### src/logic/rrt_defs.svh
`ifndef RRT_DEFS_SVH
`define RRT_DEFS_SVH
// ****************************************************************
// Register map
// ****************************************************************
`define RRT_ADDR_W       8
`define RRT_A_CONFIG     8'h00
`define RRT_A_SHORT      8'h04
`define RRT_A_LONG       8'h08
`define RRT_A_RETRY      8'h0C
`define RRT_A_STATUS     8'h10
`define RRT_A_MASK       8'h14
`define RRT_A_STATE      8'h18
// ****************************************************************
// Fields and reset values
// ****************************************************************
`define RRT_MULT_LSB     0
`define RRT_CHEXT_LSB    4
`define RRT_MULT_RST     3'h0
`define RRT_MULT_MAX     3'h5
`define RRT_CHEXT_RST    2'h0
`define RRT_SHORT_RST    16'h0800
`define RRT_LONG_RST     16'h0000
`define RRT_RETRY_RST    4'h2
`define RRT_ST_REQ       0
`define RRT_ST_RETRY     1
`define RRT_ST_CFG       2
`define RRT_ST_W         3
// ****************************************************************
// Control word multiple-use field and bus answers
// ****************************************************************
`define RRT_MU_TOP       39
`define RRT_MU_LSB       24
`define RRT_MU_W         16
`define RRT_CH_BASE_W    8
`define RRT_RESP_OKAY    2'h0
`define RRT_RESP_SLVERR  2'h2
`endif

### src/logic/rrt_pkg.sv
package rrt_pkg;
   typedef enum logic [1:0] {ST_IDLE, ST_SHORT, ST_LONG} rrt_state_t;
   typedef logic [2:0] rrt_mult_t;
   typedef logic [1:0] rrt_chext_t;
endpackage : rrt_pkg

### src/logic/rrt_word_timer.sv
`timescale 1ns/1ps
module rrt_word_timer #(
   parameter int W = 16
) (
   input  wire logic         clk,
   input  wire logic         rst,
   input  wire logic         ce,
   input  wire logic         start,
   input  wire logic         stop,
   input  wire logic         tick,
   input  wire logic [W-1:0] limit,
   output logic              running,
   output logic              expire
);
   logic [W-1:0] count;

   generate
      if (W < 4) begin : g_chk
         $error("rrt_word_timer: width too small");
      end
   endgenerate

   // ****************************************************************
   // Word counter
   // ****************************************************************
   // A restart wins over a stop so that a re-request in the expiry cycle is kept.
   always_ff @(posedge clk) begin
      if (rst) begin
         count   <= '0;
         running <= 1'b0;
         expire  <= 1'b0;
      end else if (ce) begin
         expire <= 1'b0;
         if (start) begin
            count   <= '0;
            running <= 1'b1;
         end else if (stop) begin
            running <= 1'b0;
         end else if (running && tick) begin
            if (count + W'(1) >= limit) begin
               running <= 1'b0;
               expire  <= 1'b1;
            end
            count <= count + W'(1);
         end
      end
   end
endmodule : rrt_word_timer

### src/logic/rrt_top.sv
// Functional notes
// - Multiplier codes 0..5 mean x1..x32, codes 6 and 7 are reserved, reset code is 0.
// - The multiplier set here must equal the one used by the remote transmitter.
// - Sequence number and channel extension share the multiple-use control word field.
// - The short timer counts received words from a CRC24 request up to its 16-bit limit.
// - With a non-zero long limit, errors and discontinuities are ignored while short runs.
// - With a zero long limit, errors are ignored but discontinuities accepted while short runs.
// - With a zero long limit, short expiry without a discontinuity re-issues the request.
// - The long timer counts to its limit and re-issues the request if no discontinuity came after short expiry.
// - Re-requests per sequence are counted and the error flag rises at the retry limit.
// - Extension codes 0..3 give 256..2048 channels in word bits 39 down to 32..29.
`timescale 1ns/1ps
`include "rrt_defs.svh"
module rrt_top #(
   parameter int TIMER_W = 16,
   parameter int RETRY_W = 4
) (
   input  wire logic        CLK,
   input  wire logic        RST,
   input  wire logic        CE,
   input  wire logic        RX_WORD_VALID,
   input  wire logic        RX_CRC24_ERR,
   input  wire logic        RX_SEQ_DISCONT,
   input  wire logic        RX_SEQ_EXPECTED,
   input  wire logic        RX_CTRL_VALID,
   input  wire logic [63:0] RX_CTRL_WORD,
   output logic             RETRANS_REQ,
   output logic             RETRY_ERR,
   output logic             IRQ,
   output logic             RX_DEC_VALID,
   output logic [10:0]      RX_CHANNEL,
   output logic [7:0]       RX_SEQ_NUM,
   input  wire logic [7:0]  AWADDR,
   input  wire logic        AWVALID,
   output logic             AWREADY,
   input  wire logic [31:0] WDATA,
   input  wire logic [3:0]  WSTRB,
   input  wire logic        WVALID,
   output logic             WREADY,
   output logic [1:0]       BRESP,
   output logic             BVALID,
   input  wire logic        BREADY,
   input  wire logic [7:0]  ARADDR,
   input  wire logic        ARVALID,
   output logic             ARREADY,
   output logic [31:0]      RDATA,
   output logic [1:0]       RRESP,
   output logic             RVALID,
   input  wire logic        RREADY
);
   rrt_pkg::rrt_state_t  state;
   rrt_pkg::rrt_mult_t   rx_seq_multiplier;
   rrt_pkg::rrt_chext_t  rx_channel_extension;
   logic [TIMER_W-1:0]   short_timer_limit;
   logic [TIMER_W-1:0]   long_timer_limit;
   logic [RETRY_W-1:0]   re_request_limit;
   logic [RETRY_W-1:0]   retry_count;
   logic [`RRT_ST_W-1:0] status;
   logic [`RRT_ST_W-1:0] mask;
   logic [`RRT_ST_W-1:0] st_set;
   logic [`RRT_ST_W-1:0] st_clr;
   logic                 short_run;
   logic                 short_exp;
   logic                 long_run;
   logic                 long_exp;
   logic                 mode_one;
   logic                 issue;
   logic                 first_req;
   logic                 re_req;
   logic                 exhausted;
   logic                 accept_disc;
   logic [`RRT_ADDR_W-1:0] aw_addr;
   logic [31:0]          w_data;
   logic [3:0]           w_strb;
   logic                 aw_full;
   logic                 w_full;
   logic                 do_write;
   logic [31:0]          cur_word;
   logic [31:0]          new_word;

   generate
      if (TIMER_W != 16 || RETRY_W < 2 || RETRY_W > 8) begin : g_chk
         $error("rrt_top: unsupported timer or retry width");
      end
   endgenerate

   // ****************************************************************
   // Helpers
   // ****************************************************************
   function automatic logic [31:0] merge(input logic [31:0] old, input logic [31:0] d,
                                         input logic [3:0] s);
      logic [31:0] r;
      r = old;
      for (int i = 0; i < 4; i++) begin
         if (s[i]) begin
            r[8*i +: 8] = d[8*i +: 8];
         end
      end
      return r;
   endfunction : merge

   // Returns one when the extension code fits the multiplier code.
   function automatic logic ext_ok(input rrt_pkg::rrt_mult_t m, input rrt_pkg::rrt_chext_t e);
      logic ok;
      ok = 1'b0;
      case (m)
         3'h0, 3'h1, 3'h2: ok = (e == 2'h0);
         3'h3:             ok = (e <= 2'h1);
         3'h4:             ok = (e <= 2'h2);
         3'h5:             ok = 1'b1;
         default:          ok = 1'b0;
      endcase
      return ok;
   endfunction : ext_ok

   // ****************************************************************
   // Request sequencer
   // ****************************************************************
   assign mode_one    = (long_timer_limit != '0);
   assign first_req   = (state == rrt_pkg::ST_IDLE) && RX_CRC24_ERR && !RX_SEQ_EXPECTED;
   assign accept_disc = RX_SEQ_DISCONT && ((state == rrt_pkg::ST_LONG)
                        || (state == rrt_pkg::ST_SHORT && !mode_one));
   assign re_req      = !RX_SEQ_EXPECTED && !accept_disc
                        && ((state == rrt_pkg::ST_SHORT && !mode_one && short_exp)
                        || (state == rrt_pkg::ST_LONG && long_exp));
   assign exhausted   = re_req && (retry_count + RETRY_W'(1) >= re_request_limit);
   assign issue       = first_req || re_req;

   always_ff @(posedge CLK) begin
      if (RST) begin
         state <= rrt_pkg::ST_IDLE;
      end else if (CE) begin
         case (state)
            rrt_pkg::ST_IDLE: begin
               if (first_req) begin
                  state <= rrt_pkg::ST_SHORT;
               end
            end
            rrt_pkg::ST_SHORT: begin
               if (RX_SEQ_EXPECTED || accept_disc || exhausted) begin
                  state <= rrt_pkg::ST_IDLE;
               end else if (mode_one && short_exp) begin
                  state <= rrt_pkg::ST_LONG;
               end
            end
            rrt_pkg::ST_LONG: begin
               if (RX_SEQ_EXPECTED || accept_disc || exhausted) begin
                  state <= rrt_pkg::ST_IDLE;
               end else if (re_req) begin
                  state <= rrt_pkg::ST_SHORT;
               end
            end
            default: state <= rrt_pkg::ST_IDLE;
         endcase
      end
   end

   always_ff @(posedge CLK) begin
      if (RST) begin
         RETRANS_REQ <= 1'b0;
      end else if (CE) begin
         RETRANS_REQ <= issue && !exhausted;
      end
   end

   // The counter is kept across discontinuities so one sequence keeps its budget.
   always_ff @(posedge CLK) begin
      if (RST) begin
         retry_count <= '0;
      end else if (CE) begin
         if (RX_SEQ_EXPECTED && state != rrt_pkg::ST_IDLE) begin
            retry_count <= '0;
         end else if (re_req && !exhausted) begin
            retry_count <= retry_count + RETRY_W'(1);
         end else if (exhausted) begin
            retry_count <= '0;
         end
      end
   end

   rrt_word_timer #(.W(TIMER_W)) u_short (
      .clk     (CLK),
      .rst     (RST),
      .ce      (CE),
      .start   (issue && !exhausted),
      .stop    (RX_SEQ_EXPECTED || accept_disc || exhausted),
      .tick    (RX_WORD_VALID),
      .limit   (short_timer_limit),
      .running (short_run),
      .expire  (short_exp)
   );

   rrt_word_timer #(.W(TIMER_W)) u_long (
      .clk     (CLK),
      .rst     (RST),
      .ce      (CE),
      .start   (issue && !exhausted && mode_one),
      .stop    (RX_SEQ_EXPECTED || accept_disc || exhausted),
      .tick    (RX_WORD_VALID),
      .limit   (long_timer_limit),
      .running (long_run),
      .expire  (long_exp)
   );

   // ****************************************************************
   // Control word field split
   // ****************************************************************
   // The sequence number gets whatever the channel leaves of the shared field.
   always_ff @(posedge CLK) begin
      if (RST) begin
         RX_DEC_VALID <= 1'b0;
         RX_CHANNEL   <= 11'h000;
         RX_SEQ_NUM   <= 8'h00;
      end else if (CE) begin
         RX_DEC_VALID <= RX_CTRL_VALID;
         if (RX_CTRL_VALID) begin
            RX_CHANNEL <= 11'(RX_CTRL_WORD[`RRT_MU_TOP:`RRT_MU_LSB]
                          >> (`RRT_CH_BASE_W - int'(rx_channel_extension)));
            RX_SEQ_NUM <= RX_CTRL_WORD[`RRT_MU_LSB +: 8]
                          & (8'hFF >> rx_channel_extension);
         end
      end
   end

   // ****************************************************************
   // Status, mask and interrupt
   // ****************************************************************
   assign st_set = {!ext_ok(rx_seq_multiplier, rx_channel_extension), exhausted, issue};
   assign st_clr = (do_write && aw_addr == `RRT_A_STATUS && w_strb[0])
                   ? w_data[`RRT_ST_W-1:0] : '0;

   always_ff @(posedge CLK) begin
      if (RST) begin
         status <= '0;
      end else if (CE) begin
         status <= (status & ~st_clr) | st_set;
      end
   end

   always_ff @(posedge CLK) begin
      if (RST) begin
         IRQ <= 1'b0;
      end else if (CE) begin
         IRQ <= |(((status & ~st_clr) | st_set) & mask);
      end
   end

   assign RETRY_ERR = status[`RRT_ST_RETRY];

   // ****************************************************************
   // Register write path
   // ****************************************************************
   assign do_write = aw_full && w_full && !BVALID;

   always_ff @(posedge CLK) begin
      if (RST) begin
         AWREADY <= 1'b1;
         WREADY  <= 1'b1;
         aw_full <= 1'b0;
         w_full  <= 1'b0;
         aw_addr <= '0;
         w_data  <= 32'h0000_0000;
         w_strb  <= 4'h0;
         BVALID  <= 1'b0;
         BRESP   <= `RRT_RESP_OKAY;
      end else if (CE) begin
         if (AWVALID && AWREADY) begin
            AWREADY <= 1'b0;
            aw_full <= 1'b1;
            aw_addr <= AWADDR;
         end
         if (WVALID && WREADY) begin
            WREADY <= 1'b0;
            w_full <= 1'b1;
            w_data <= WDATA;
            w_strb <= WSTRB;
         end
         if (do_write) begin
            aw_full <= 1'b0;
            w_full  <= 1'b0;
            BVALID  <= 1'b1;
            BRESP   <= (aw_addr <= `RRT_A_MASK && aw_addr[1:0] == 2'h0)
                       ? `RRT_RESP_OKAY : `RRT_RESP_SLVERR;
         end
         if (BVALID && BREADY) begin
            BVALID  <= 1'b0;
            AWREADY <= 1'b1;
            WREADY  <= 1'b1;
         end
      end
   end

   // Only the bytes enabled by the strobe replace the current register word.
   always_comb begin
      case (aw_addr)
         `RRT_A_CONFIG: cur_word = 32'(rx_channel_extension) << `RRT_CHEXT_LSB
                                   | 32'(rx_seq_multiplier);
         `RRT_A_SHORT:  cur_word = 32'(short_timer_limit);
         `RRT_A_LONG:   cur_word = 32'(long_timer_limit);
         `RRT_A_RETRY:  cur_word = 32'(re_request_limit);
         `RRT_A_MASK:   cur_word = 32'(mask);
         default:       cur_word = 32'h0000_0000;
      endcase
   end

   assign new_word = merge(cur_word, w_data, w_strb);

   always_ff @(posedge CLK) begin
      if (RST) begin
         rx_seq_multiplier    <= `RRT_MULT_RST;
         rx_channel_extension <= `RRT_CHEXT_RST;
         short_timer_limit    <= `RRT_SHORT_RST;
         long_timer_limit     <= `RRT_LONG_RST;
         re_request_limit     <= `RRT_RETRY_RST;
         mask                 <= '0;
      end else if (CE && do_write) begin
         case (aw_addr)
            `RRT_A_CONFIG: begin
               rx_channel_extension <= new_word[`RRT_CHEXT_LSB +: 2];
               rx_seq_multiplier    <= new_word[`RRT_MULT_LSB +: 3];
            end
            `RRT_A_SHORT: short_timer_limit <= new_word[TIMER_W-1:0];
            `RRT_A_LONG:  long_timer_limit  <= new_word[TIMER_W-1:0];
            `RRT_A_RETRY: re_request_limit  <= new_word[RETRY_W-1:0];
            `RRT_A_MASK:  mask              <= new_word[`RRT_ST_W-1:0];
            default: ;
         endcase
      end
   end

   // ****************************************************************
   // Register read path
   // ****************************************************************
   always_ff @(posedge CLK) begin
      if (RST) begin
         ARREADY <= 1'b1;
         RVALID  <= 1'b0;
         RDATA   <= 32'h0000_0000;
         RRESP   <= `RRT_RESP_OKAY;
      end else if (CE) begin
         if (ARVALID && ARREADY) begin
            ARREADY <= 1'b0;
            RVALID  <= 1'b1;
            RRESP   <= `RRT_RESP_OKAY;
            case (ARADDR)
               `RRT_A_CONFIG: RDATA <= 32'(rx_channel_extension) << `RRT_CHEXT_LSB
                                       | 32'(rx_seq_multiplier);
               `RRT_A_SHORT:  RDATA <= 32'(short_timer_limit);
               `RRT_A_LONG:   RDATA <= 32'(long_timer_limit);
               `RRT_A_RETRY:  RDATA <= 32'(re_request_limit);
               `RRT_A_STATUS: RDATA <= 32'(status);
               `RRT_A_MASK:   RDATA <= 32'(mask);
               `RRT_A_STATE:  RDATA <= {20'h00000, 4'(retry_count), 2'h0, long_run,
                                        short_run, 2'h0, 2'(state)};
               default: begin
                  RDATA <= 32'h0000_0000;
                  RRESP <= `RRT_RESP_SLVERR;
               end
            endcase
         end
         if (RVALID && RREADY) begin
            RVALID  <= 1'b0;
            ARREADY <= 1'b1;
         end
      end
   end
endmodule : rrt_top

### config.mk
export PLATFORM = sky130hd
export DESIGN_NAME = rrt_top
export DESIGN_NICKNAME = d
export VERILOG_FILES = /design/src/logic/rrt_pkg.sv /design/src/logic/rrt_word_timer.sv /design/src/logic/rrt_top.sv
export VERILOG_INCLUDE_DIRS = /design/src /design/src/logic
export SDC_FILE = /design/constraint.sdc
export NUM_CORES = 1
export LEC_CHECK = 0
export BUFFER_PORTS_ARGS = -buffer_cell sky130_fd_sc_hd__buf_2
export CORE_MARGIN = 1.5
export CORE_UTILIZATION = 50
export CTS_CLUSTER_SIZE = 40
export DETAILED_ROUTE_END_ITERATION = 10
export PLACE_DENSITY = 0.77
export SKIP_LAST_GASP = 1
export SYNTH_ARGS = -nofsm -noshare
export SYNTH_HDL_FRONTEND = slang
export SYNTH_HIERARCHICAL = 1
export SYNTH_SLANG_ARGS = --single-unit
### constraint.sdc
create_clock -name CLK -period 2.6 [get_ports CLK]
set_input_delay 0.39 -clock CLK [delete_from_list [all_inputs] [get_ports CLK]]
set_output_delay 0.39 -clock CLK [all_outputs]
set_load 0.005 [all_outputs]
==> results of run 1 <==
==> layer usage <==
metal / up-vias / track usage
met5: - / 0
met1: 4279 / 0.3664
met2: 408 / 0.4200
met3: 70 / 0.06304
li1: 4425 / -
met4: 0 / 0.1014
==> cells in the final DEF, fill, tap and decap left out, types with 18 or more instances in the layout <==
cell type / n
dfxtp_1: 150
nor3_1: 18
a21oi_1: 87
nor2_1: 89
buf_4: 118
a31oi_1: 18
conb_1: 18
ha_1: 35
a22oi_1: 27
nand3_1: 19
o22ai_1: 29
buf_2: 107
nand2_1: 172
o21ai_0: 30
inv_1: 47
==> worst max path at each step <==
stage	from	to	slack, ps	cells past startpoint
final	retry_count[0]	u_long/count[13]	-80	13
after global routing	retry_count[0]	u_long/count[12]	-200	13
after CTS	retry_count[0]	u_long/count[13]	-30	13
after detailed placement	retry_count[1]	u_long/count[11]	-270	12
after global placement	retry_count[1]	u_long/count[11]	-200	12
after floorplan	retry_count[1]	u_long/count[11]	7	14
==> registers in the layout (all words and copies together), names as in the netlist, 3 cells and up <==
name,count
short_timer_limit,16
u_short/count,16
aw_addr,8
re_request_limit,4
long_timer_limit,16
w_data,16
retry_count,4
RX_SEQ_NUM,8
mask,3
RDATA,16
RX_CHANNEL,11
rx_seq_multiplier,3
u_long/count,16
status,3
==> timing repair <==
item                                    CTS  global route
gates resized for setup                  39            56
endpoints found under the setup margin   31            36
buffers inserted                         16            10
hold buffers                              0             0
cloned                                    1             0
pin swaps                                30            52
==> area by class of cell <==
| class | count | area, sq um | share of cell area |
|---|---|---|---|
| Multi-Input combinational cell | 858 | 5771 | 0.4930 |
| Sequential cell | 162 | 3263 | 0.2788 |
| Timing Repair Buffer | 236 | 1563 | 0.1335 |
| Clock buffer | 19 | 452.9 | 0.03870 |
| Tap cell | 229 | 286.5 | 0.02448 |
| Inverter | 50 | 187.7 | 0.01603 |
| Clock inverter | 13 | 181.4 | 0.01550 |
==> kinds of logic after synthesis <==
logic type / after synthesis / share of synthesized area
simple gates: 439 / 0.2406
compound gates: 304 / 0.2203
flops: 162 / 0.3540
buf+inv: 125 / 0.06486
fa+ha+maj: 42 / 0.05735
xor+xnor: 30 / 0.02868
mux: 24 / 0.03387
other cells: 1 / 0.0004093
==> power groups by stage <==
| stage | combinational (mW) | clock (mW) | sequential [mW] |
|---|---|---|---|
| 3_3_place_gp | 0.416 | 0 | 2.63 |
| 5_1_grt | 0.491 | 2.85 | 2.58 |
| 2_1_floorplan | 0.298 | 0 | 2.61 |
| 4_1_cts | 0.436 | 2.75 | 2.58 |
| 3_5_place_dp | 0.425 | 0 | 2.63 |
| 6_report | 0.447 | 2.71 | 2.58 |
==> critical path, stage by stage (launching register included) <==
cell and delay (ps):
dfxtp_4 360, ha_4 250, ha_4 250, a21o_1 110, a211o_1 200, nand2_2 90
a21oi_4 200, nor2_4 50, nand4b_1 250, or2_4 340, nor2_4 160, buf_6 140
a21oi_2 50, a31oi_1 150
==> metrics.md, run 1 <==
| Metric | Value |
|---|---|
| Met3 wire len | 2198 microns |
| Post-Syn Area | 9163 sq um |
| RSZ-0062 raised after global routing | true |
| Post-Synthesis Cells | 1127 |
| Worst reg2reg path depth | 13 |
| Failing checks | setup timing |
| GPL Wtd Cong | 0.9163 |
| Routed wire length on met2 | 12210 microns |
| Final Non-Filler Cells | 1567 |
| Worst endpoint required time | 2960 ps |
| Seq cells post-synth | 162 |
| Vias in the first global route | 8394 |
| Clk pwr share | 0.473 |
| Skew-Pair Late Insertion Delay | 440 ps |
| Dpl hpwl | 18840 microns |
| Boundary Pins | 193 |
| Min-Delay Path Class | in -> reg |
| F_max | 372.8 MHz |
| Setup TNS | -693.0 ps |
| Die width | 138.4 microns |
| Placed Area | 10500 sq um |
| Global-route wire length before repair | 42290 microns |
| Critical path class | reg -> reg |
| R2R setup slack | -80 ps |
| Clk sinks | 162 |
| Initial core utilization | 0.5101 |
| Drt first pass iters | 7 |
| Hold Path Stages | 3 |
| Sequential cell area fraction in the yosys report | 0.3540 |
| DRC Markers | 0 |
| GRT Overall Usage | 0.2704 |
| Reg-to-reg endpoint | u_long/count[13] |
| TritonCTS clock tree | built |
| Final Hold Viols | 0 |
| Grt ovf | 0 |
| Clk buf depth | 2 |
| Comb pwr share | 0.078 |
| Internal | 4.362 mW |
| Worst Setup End Kind | flip-flop |
| Setup violators final | 22 |
| Port Buffers | 108 |
| Antenna diode instance count | 0 |
| Leakage Power | 4.801 nW |
| Hold_ws | 187.2 ps |
| Peak fanout along the critical path | 7 |
| Max H-tree Level | 4 |
| Max-slew violation count | 0 |
| Largest area contributor in the netlist | dfxtp_1 |
| Final Net Count | 1496 |
| Antenna viol nets, final | 0 |
| Count leader, synth | nand2_1 |
| Drt initial violations | 887 |
| Row count | 49 |
| Top Metal Used | met4 |
| Crit Reg-Reg Startpoint | retry_count[0] |
| DRT met1 WL | 11670 microns |
| Worst-path clk slew | 70 ps |
| Filler cells | 1474 |
| Placed Instances | 1511 |
| Syn_area_per_cell | 8.130 sq um |
| Tot Pwr | 5.739 mW |
| EDFF count, synth | 0 |
| Total wire length | 26950 microns |
| Vias post-DR | 9182 |
| Peak VDD IR | 433.3 uV |
| Primary FF master, synth | dfxtp_1 |
| Worst Slack Setup Final | -82.35 ps |
| Synth area leaders | dfxtp_1, nand2_1, ha_1, a21oi_1, nor2_1 |
| Outcome | complete, but fails checks |
| Slew margin rel. | 0.5377 |
| Sw frac | 0.2399 |
| Layout Skew | 10.35 ps |
| Library cells used by synthesis | 87 |
| TritonCTS Buffers | 17 |
| WL/cell | 17.20 microns |
| Layout cells sized above 1 | 0.2960 |
| Seq pwr share | 0.449 |
| PwrDens | 490.3 nW/um^2 |
| Initial antenna violation count | 0 |
| Vias per cell | 5.860 |
| Post-place setup slack | -267.0 ps |
| Max Cap Viol | 0 |
| Root Driver | clkbuf_16 |
| Largest net degree at the start of global routing | 41 |
| Crit share post-route | 1.032 |
| Final core utilization | 0.6516 |
| Post-synth ARST share | 0 |
| Top cells by count, synth | nand2_1, dfxtp_1, nor2_1 |
| Critical Path AT | 3040 ps |
| Top cell type's share of synthesized area | 0.3540 |
| Die Ht | 138.4 microns |
| Core area | 17960 sq um |
| HP Start | AWADDR[1] |
| Hold Path End | aw_addr[1] |
| Psw | 1.377 mW |
| Final Critical Period | 2682 ps |
| Crit start category | flip-flop |
| Die area | 19150 sq um |
| Synth Warn # | 6 |
| Final instance area | 11710 sq um |
| Area added between synthesis and finish | 27.75% |
| Worst-margin pin slew | 693.4 ps |
No activity file was read; power rests on OpenSTA's default activity.
==> run 2: changes to the inputs <==
TNS_END_PERCENT = 10   (was default)
==> metrics.md, run 2 (synthesis results as in run 1) <==
| Metric | Value |
|---|---|
| Outcome | complete, but fails checks |
| Failing checks | setup timing |
| Placed Area | 10440 sq um |
| Skew-Pair Late Insertion Delay | 440 ps |
| Vias in the first global route | 8479 |
| Root Driver | clkbuf_16 |
| Final Non-Filler Cells | 1556 |
| Max-slew violation count | 0 |
| Vias per cell | 5.964 |
| Final Critical Period | 2783 ps |
| Placed Instances | 1505 |
| WL/cell | 17.64 microns |
| Min-Delay Path Class | in -> reg |
| Final Hold Viols | 0 |
| DRC Markers | 0 |
| Initial antenna violation count | 0 |
| TritonCTS Buffers | 17 |
| Layout Skew | 9.235 ps |
| Dpl hpwl | 18990 microns |
| Max H-tree Level | 4 |
| Core area | 17960 sq um |
| Initial core utilization | 0.5101 |
| Peak VDD IR | 595.0 uV |
| Boundary Pins | 193 |
| Die Ht | 138.4 microns |
| Final Net Count | 1485 |
| F_max | 359.4 MHz |
| Critical path class | reg -> reg |
| PwrDens | 486.8 nW/um^2 |
| Global-route wire length before repair | 42700 microns |
| Antenna viol nets, final | 0 |
| Worst Slack Setup Final | -182.7 ps |
| Grt ovf | 0 |
| Worst Setup End Kind | flip-flop |
| Die width | 138.4 microns |
| Port Buffers | 108 |
| Drt initial violations | 952 |
| RSZ-0062 raised after global routing | true |
| Layout cells sized above 1 | 0.2570 |
| Most frequent cells in the layout | nand2_1, dfxtp_1, buf_4 |
| Total wire length | 27440 microns |
| Largest net degree at the start of global routing | 56 |
| Area added between synthesis and finish | 23.57% |
| Peak fanout along the critical path | 9 |
| Critical Path AT | 3150 ps |
| Clk buf depth | 2 |
| Tot Pwr | 5.512 mW |
| Setup TNS | -3659 ps |
| Most common cell after layout, fill and taps aside | nand2_1 |
| Setup violators final | 33 |
| GPL Wtd Cong | 0.9062 |
| Post-CTS Hold Buffers | 0 |
| Vias post-DR | 9280 |
| GRT Overall Usage | 0.2747 |
| Antenna diode instance count | 0 |
| Drt first pass iters | 8 |
| Worst endpoint required time | 2970 ps |
| Slew margin rel. | 0.5265 |
| Crit share post-route | 1.070 |
| Worst-path clk slew | 70 ps |
| Max Cap Viol | 0 |
| Filler cells | 1560 |
| Final instance area | 11320 sq um |
| Clk sinks | 162 |
| Row count | 49 |
| Crit start category | flip-flop |
| Leakage Power | 4.636 nW |
| Worst-margin pin slew | 708.3 ps |
| Die area | 19150 sq um |
| TritonCTS clock tree | built |
[run 2: metal layers]
metal,GRT usage,vias to the layer above,part of all wire
met5,0,-,0
met4,0.1163,0,0.033
met3,0.05715,84,0.094
met2,0.4258,523,0.46
met1,0.3721,4277,0.42
li1,-,4396,-
[run 2: metrics by stage]
step	setup slack, ps	hold WS [ps]	utilization
4_1_cts	-89.49	171.8	0.6233
5_1_grt	-292.9	183.4	0.6303
3_5_place_dp	-291.0	447.3	0.5811
6_report	-182.7	180.9	0.6303
2_1_floorplan	-19.62	432.8	-
3_3_place_gp	-198.6	437.4	0.5811
[run 2: final timing paths]
kind	endpoint	start	cells after the start	slack [ps]
min reg2reg	RX_SEQ_NUM[1]	RX_SEQ_NUM[1]	2	450
max reg2reg	u_long/count[13]	retry_count[2]	14	-180
min	w_data[11]	WDATA[11]	3	180
max	u_long/count[13]	retry_count[2]	14	-180
[run 2: area by class of cell]
cell class / count / area [sq um] / area share
Inverter: 50 / 187.7 / 0.01658
Multi-Input combinational cell: 858 / 5550 / 0.4902
Clock inverter: 14 / 142.6 / 0.01260
Timing Repair Buffer: 225 / 1474 / 0.1302
Sequential cell: 162 / 3252 / 0.2872
Clock buffer: 18 / 429.2 / 0.03790
Tap cell: 229 / 286.5 / 0.02531
[run 2: critical path, stage by stage, from the launching register on]
cell      delay (ps)
dfxtp_4          380
buf_4            110
nand3_2          100
xnor2_2          200
ha_2             240
a211o_1          220
nand2_2           90
a21oi_4          190
nor2_2            60
nand4b_1         260
or2_4            330
nor2_4           170
buf_12           140
a21oi_1           70
a31oi_1          140
[run 2: repair_timing]
item	CTS	global route
pin swaps	5	7
endpoints found under the setup margin	33	36
buffers inserted	13	5
resized for setup	16	18
gates cloned	1	0
[run 2: power by group]
| part | leakage, nW | internal, mW | switching (mW) | total [mW] |
|---|---|---|---|---|
| Clock | 0.282 | 1.35 | 1.13 | 2.49 |
| Combinational | 3.04 | 0.177 | 0.271 | 0.448 |
| Sequential | 1.32 | 2.53 | 0.0484 | 2.58 |
| Total | 4.64 | 4.06 | 1.45 | 5.51 |
==> run 3: changes to the inputs <==
CORE_ASPECT_RATIO = 1.75   (was default)
SETUP_SLACK_MARGIN = 0.5   (was default)
==> metrics.md, run 3 (synthesis results as in run 1) <==
| Metric | Value |
|---|---|
| Layout Skew | 12.12 ps |
| Worst path depth | 12 |
| Row count | 65 |
| Port Buffers | 108 |
| TritonCTS Buffers | 17 |
| RSZ-0062 raised after global routing | true |
| Final Net Count | 1484 |
| Final Critical Period | 2704 ps |
| Worst-path clk slew | 70 ps |
| Vias post-DR | 9264 |
| Layout cells sized above 1 | 0.2709 |
| TritonCTS clock tree | built |
| Reg-to-reg endpoint | u_long/count[3] |
| Final core utilization | 0.6335 |
| Post-CTS Hold Buffers | 0 |
| Comb pwr share | 0.080 |
| Sw frac | 0.2507 |
| Crit share post-route | 1.040 |
| Peak VDD IR | 343.7 uV |
| GRT Overall Usage | 0.2830 |
| Max incr delay on CP | 370 ps |
| Initial antenna violation count | 0 |
| Vias per cell | 5.942 |
| Psw | 1.383 mW |
| Critical Path AT | 3050 ps |
| Worst Setup SP | retry_count[0] |
| Clk buf depth | 2 |
| Drt initial violations | 508 |
| Global-route wire length before repair | 42950 microns |
| WL/cell | 17.91 microns |
| Initial core utilization | 0.5098 |
| Max Cap Viol | 0 |
| Post-place setup slack | -198.7 ps |
| Boundary Pins | 193 |
| Drt first pass iters | 5 |
| Antenna diode instance count | 0 |
| Die Ht | 182.1 microns |
| Clk sinks | 162 |
| Peak fanout along the critical path | 5 |
| Die width | 105.3 microns |
| Failing checks | setup timing |
| Outcome | complete, but fails checks |
| Total wire length | 27920 microns |
| Internal | 4.134 mW |
| Leakage Power | 4.656 nW |
| Max H-tree Level | 4 |
| Worst setup endpoint | u_long/count[3] |
| Largest net degree at the start of global routing | 123 |
| DRC Markers | 0 |
| Slowest-stage cell, CP | dfxtp_4 |
| Dpl hpwl | 20070 microns |
| Worst-margin pin slew | 751.8 ps |
| Area added between synthesis and finish | 24.27% |
| Worst Slack Setup Final | -104.0 ps |
| Skew-Pair Late Insertion Delay | 430 ps |
| Slew margin rel. | 0.4974 |
| Clk pwr share | 0.453 |
| Max-slew violation count | 0 |
| Setup TNS | -826.9 ps |
| Worst Setup End Kind | flip-flop |
| Hold Path Stages | 3 |
| Buf/Inv on CP | 1 |
| Final Hold Viols | 0 |
| Crit-path cells | ha_4, ha_4, a21o_1, a211o_1, nand2_2, a21oi_4, nor2_2, nand4b_1, or2_4, buf_4, or3_1, a21oi_1 |
| Crit Reg-Reg Startpoint | retry_count[0] |
| Worst reg2reg path depth | 12 |
| Setup violators final | 21 |
| Core area | 17970 sq um |
| F_max | 369.8 MHz |
| Antenna viol nets, final | 0 |
| R2R setup slack | -100 ps |
| Most frequent cells in the layout | nand2_1, dfxtp_1, buf_4 |
| Grt ovf | 0 |
| Vias in the first global route | 8787 |
| Seq pwr share | 0.467 |
| Root Driver | clkbuf_16 |
| Die area | 19180 sq um |
| Most used cell, CP | ha_4 |
| Worst endpoint required time | 2950 ps |
| Critical path class | reg -> reg |
| Most common cell after layout, fill and taps aside | nand2_1 |
| CP delay by family, top | simple AND/OR/NAND/NOR gates |
| GPL Wtd Cong | 0.9285 |
| Crit start category | flip-flop |
| PwrDens | 484.6 nW/um^2 |
| Min-Delay Path Class | in -> reg |
## run 3: cell count changes in the layout (fill, tap and decap cells not counted), moves of 4 or more
cell	change
dfxtp_1	-6
inv_6	-5
o21ai_1	+4
o21ai_0	-4
dfxtp_2	+5
## run 3: final cells by class
cell class / count / area, sq um
Inverter: 50 / 187.7
Fill cell: 1544 / 6588
Clock inverter: 12 / 132.6
Tap cell: 234 / 292.8
Timing Repair Buffer: 223 / 1435
Clock buffer: 19 / 442.9
Multi-Input combinational cell: 859 / 5633
Sequential cell: 162 / 3262
## run 3: layer usage
metal / track usage / vias to the layer above / part of all wire
met5: 0 / - / 0
met4: 0.2071 / 0 / 0.075
met3: 0.03607 / 135 / 0.048
met2: 0.5336 / 363 / 0.52
met1: 0.2782 / 4371 / 0.36
li1: - / 4395 / -
## run 3: repair_timing
action / CTS / global route
pin swaps: 26 / 13
cloned: 2 / 0
setup buffers: 11 / 6
resized for setup: 21 / 20
endpoints found under the setup margin: 84 / 98
## run 3: worst min-delay path, cell delays in order
cell	delay (ps)
buf_2	100
nand2_1	40
a21oi_1	50
## run 3: worst min-delay path by stage
stage | from | endpoint
global placement | RX_SEQ_NUM[5] | RX_SEQ_NUM[5]
CTS | RX_CTRL_WORD[25] | RX_SEQ_NUM[1]
finish | RX_CTRL_WORD[25] | RX_SEQ_NUM[1]
floorplan | w_data[6] | w_data[6]
global route | RX_CTRL_WORD[24] | RX_SEQ_NUM[0]
detailed placement | RX_SEQ_NUM[7] | RX_SEQ_NUM[7]
## run 3: power by group through the flow
stage	registers, mW	logic, mW	clock network, mW
finish	2.58	0.439	2.50
global route	2.58	0.480	2.62
CTS	2.58	0.432	2.53
detailed placement	2.63	0.427	0
global placement	2.63	0.419	0
floorplan	2.61	0.298	0
## run 3: per-stage QoR
| step | cells | total power, mW | cell area, sq um | hold slack (ps) |
|---|---|---|---|---|
| 2_1_floorplan | 1144 | 2.910 | 9345 | 432.8 |
| 3_3_place_gp | 1509 | 3.050 | 10490 | 437.9 |
| 3_5_place_dp | 1509 | 3.060 | 10490 | 443.7 |
| 4_1_cts | 1553 | 5.538 | 11260 | 180.1 |
| 5_1_grt | 1559 | 5.683 | 11390 | 194.4 |
| 6_report | 1559 | 5.517 | 11390 | 196.5 |
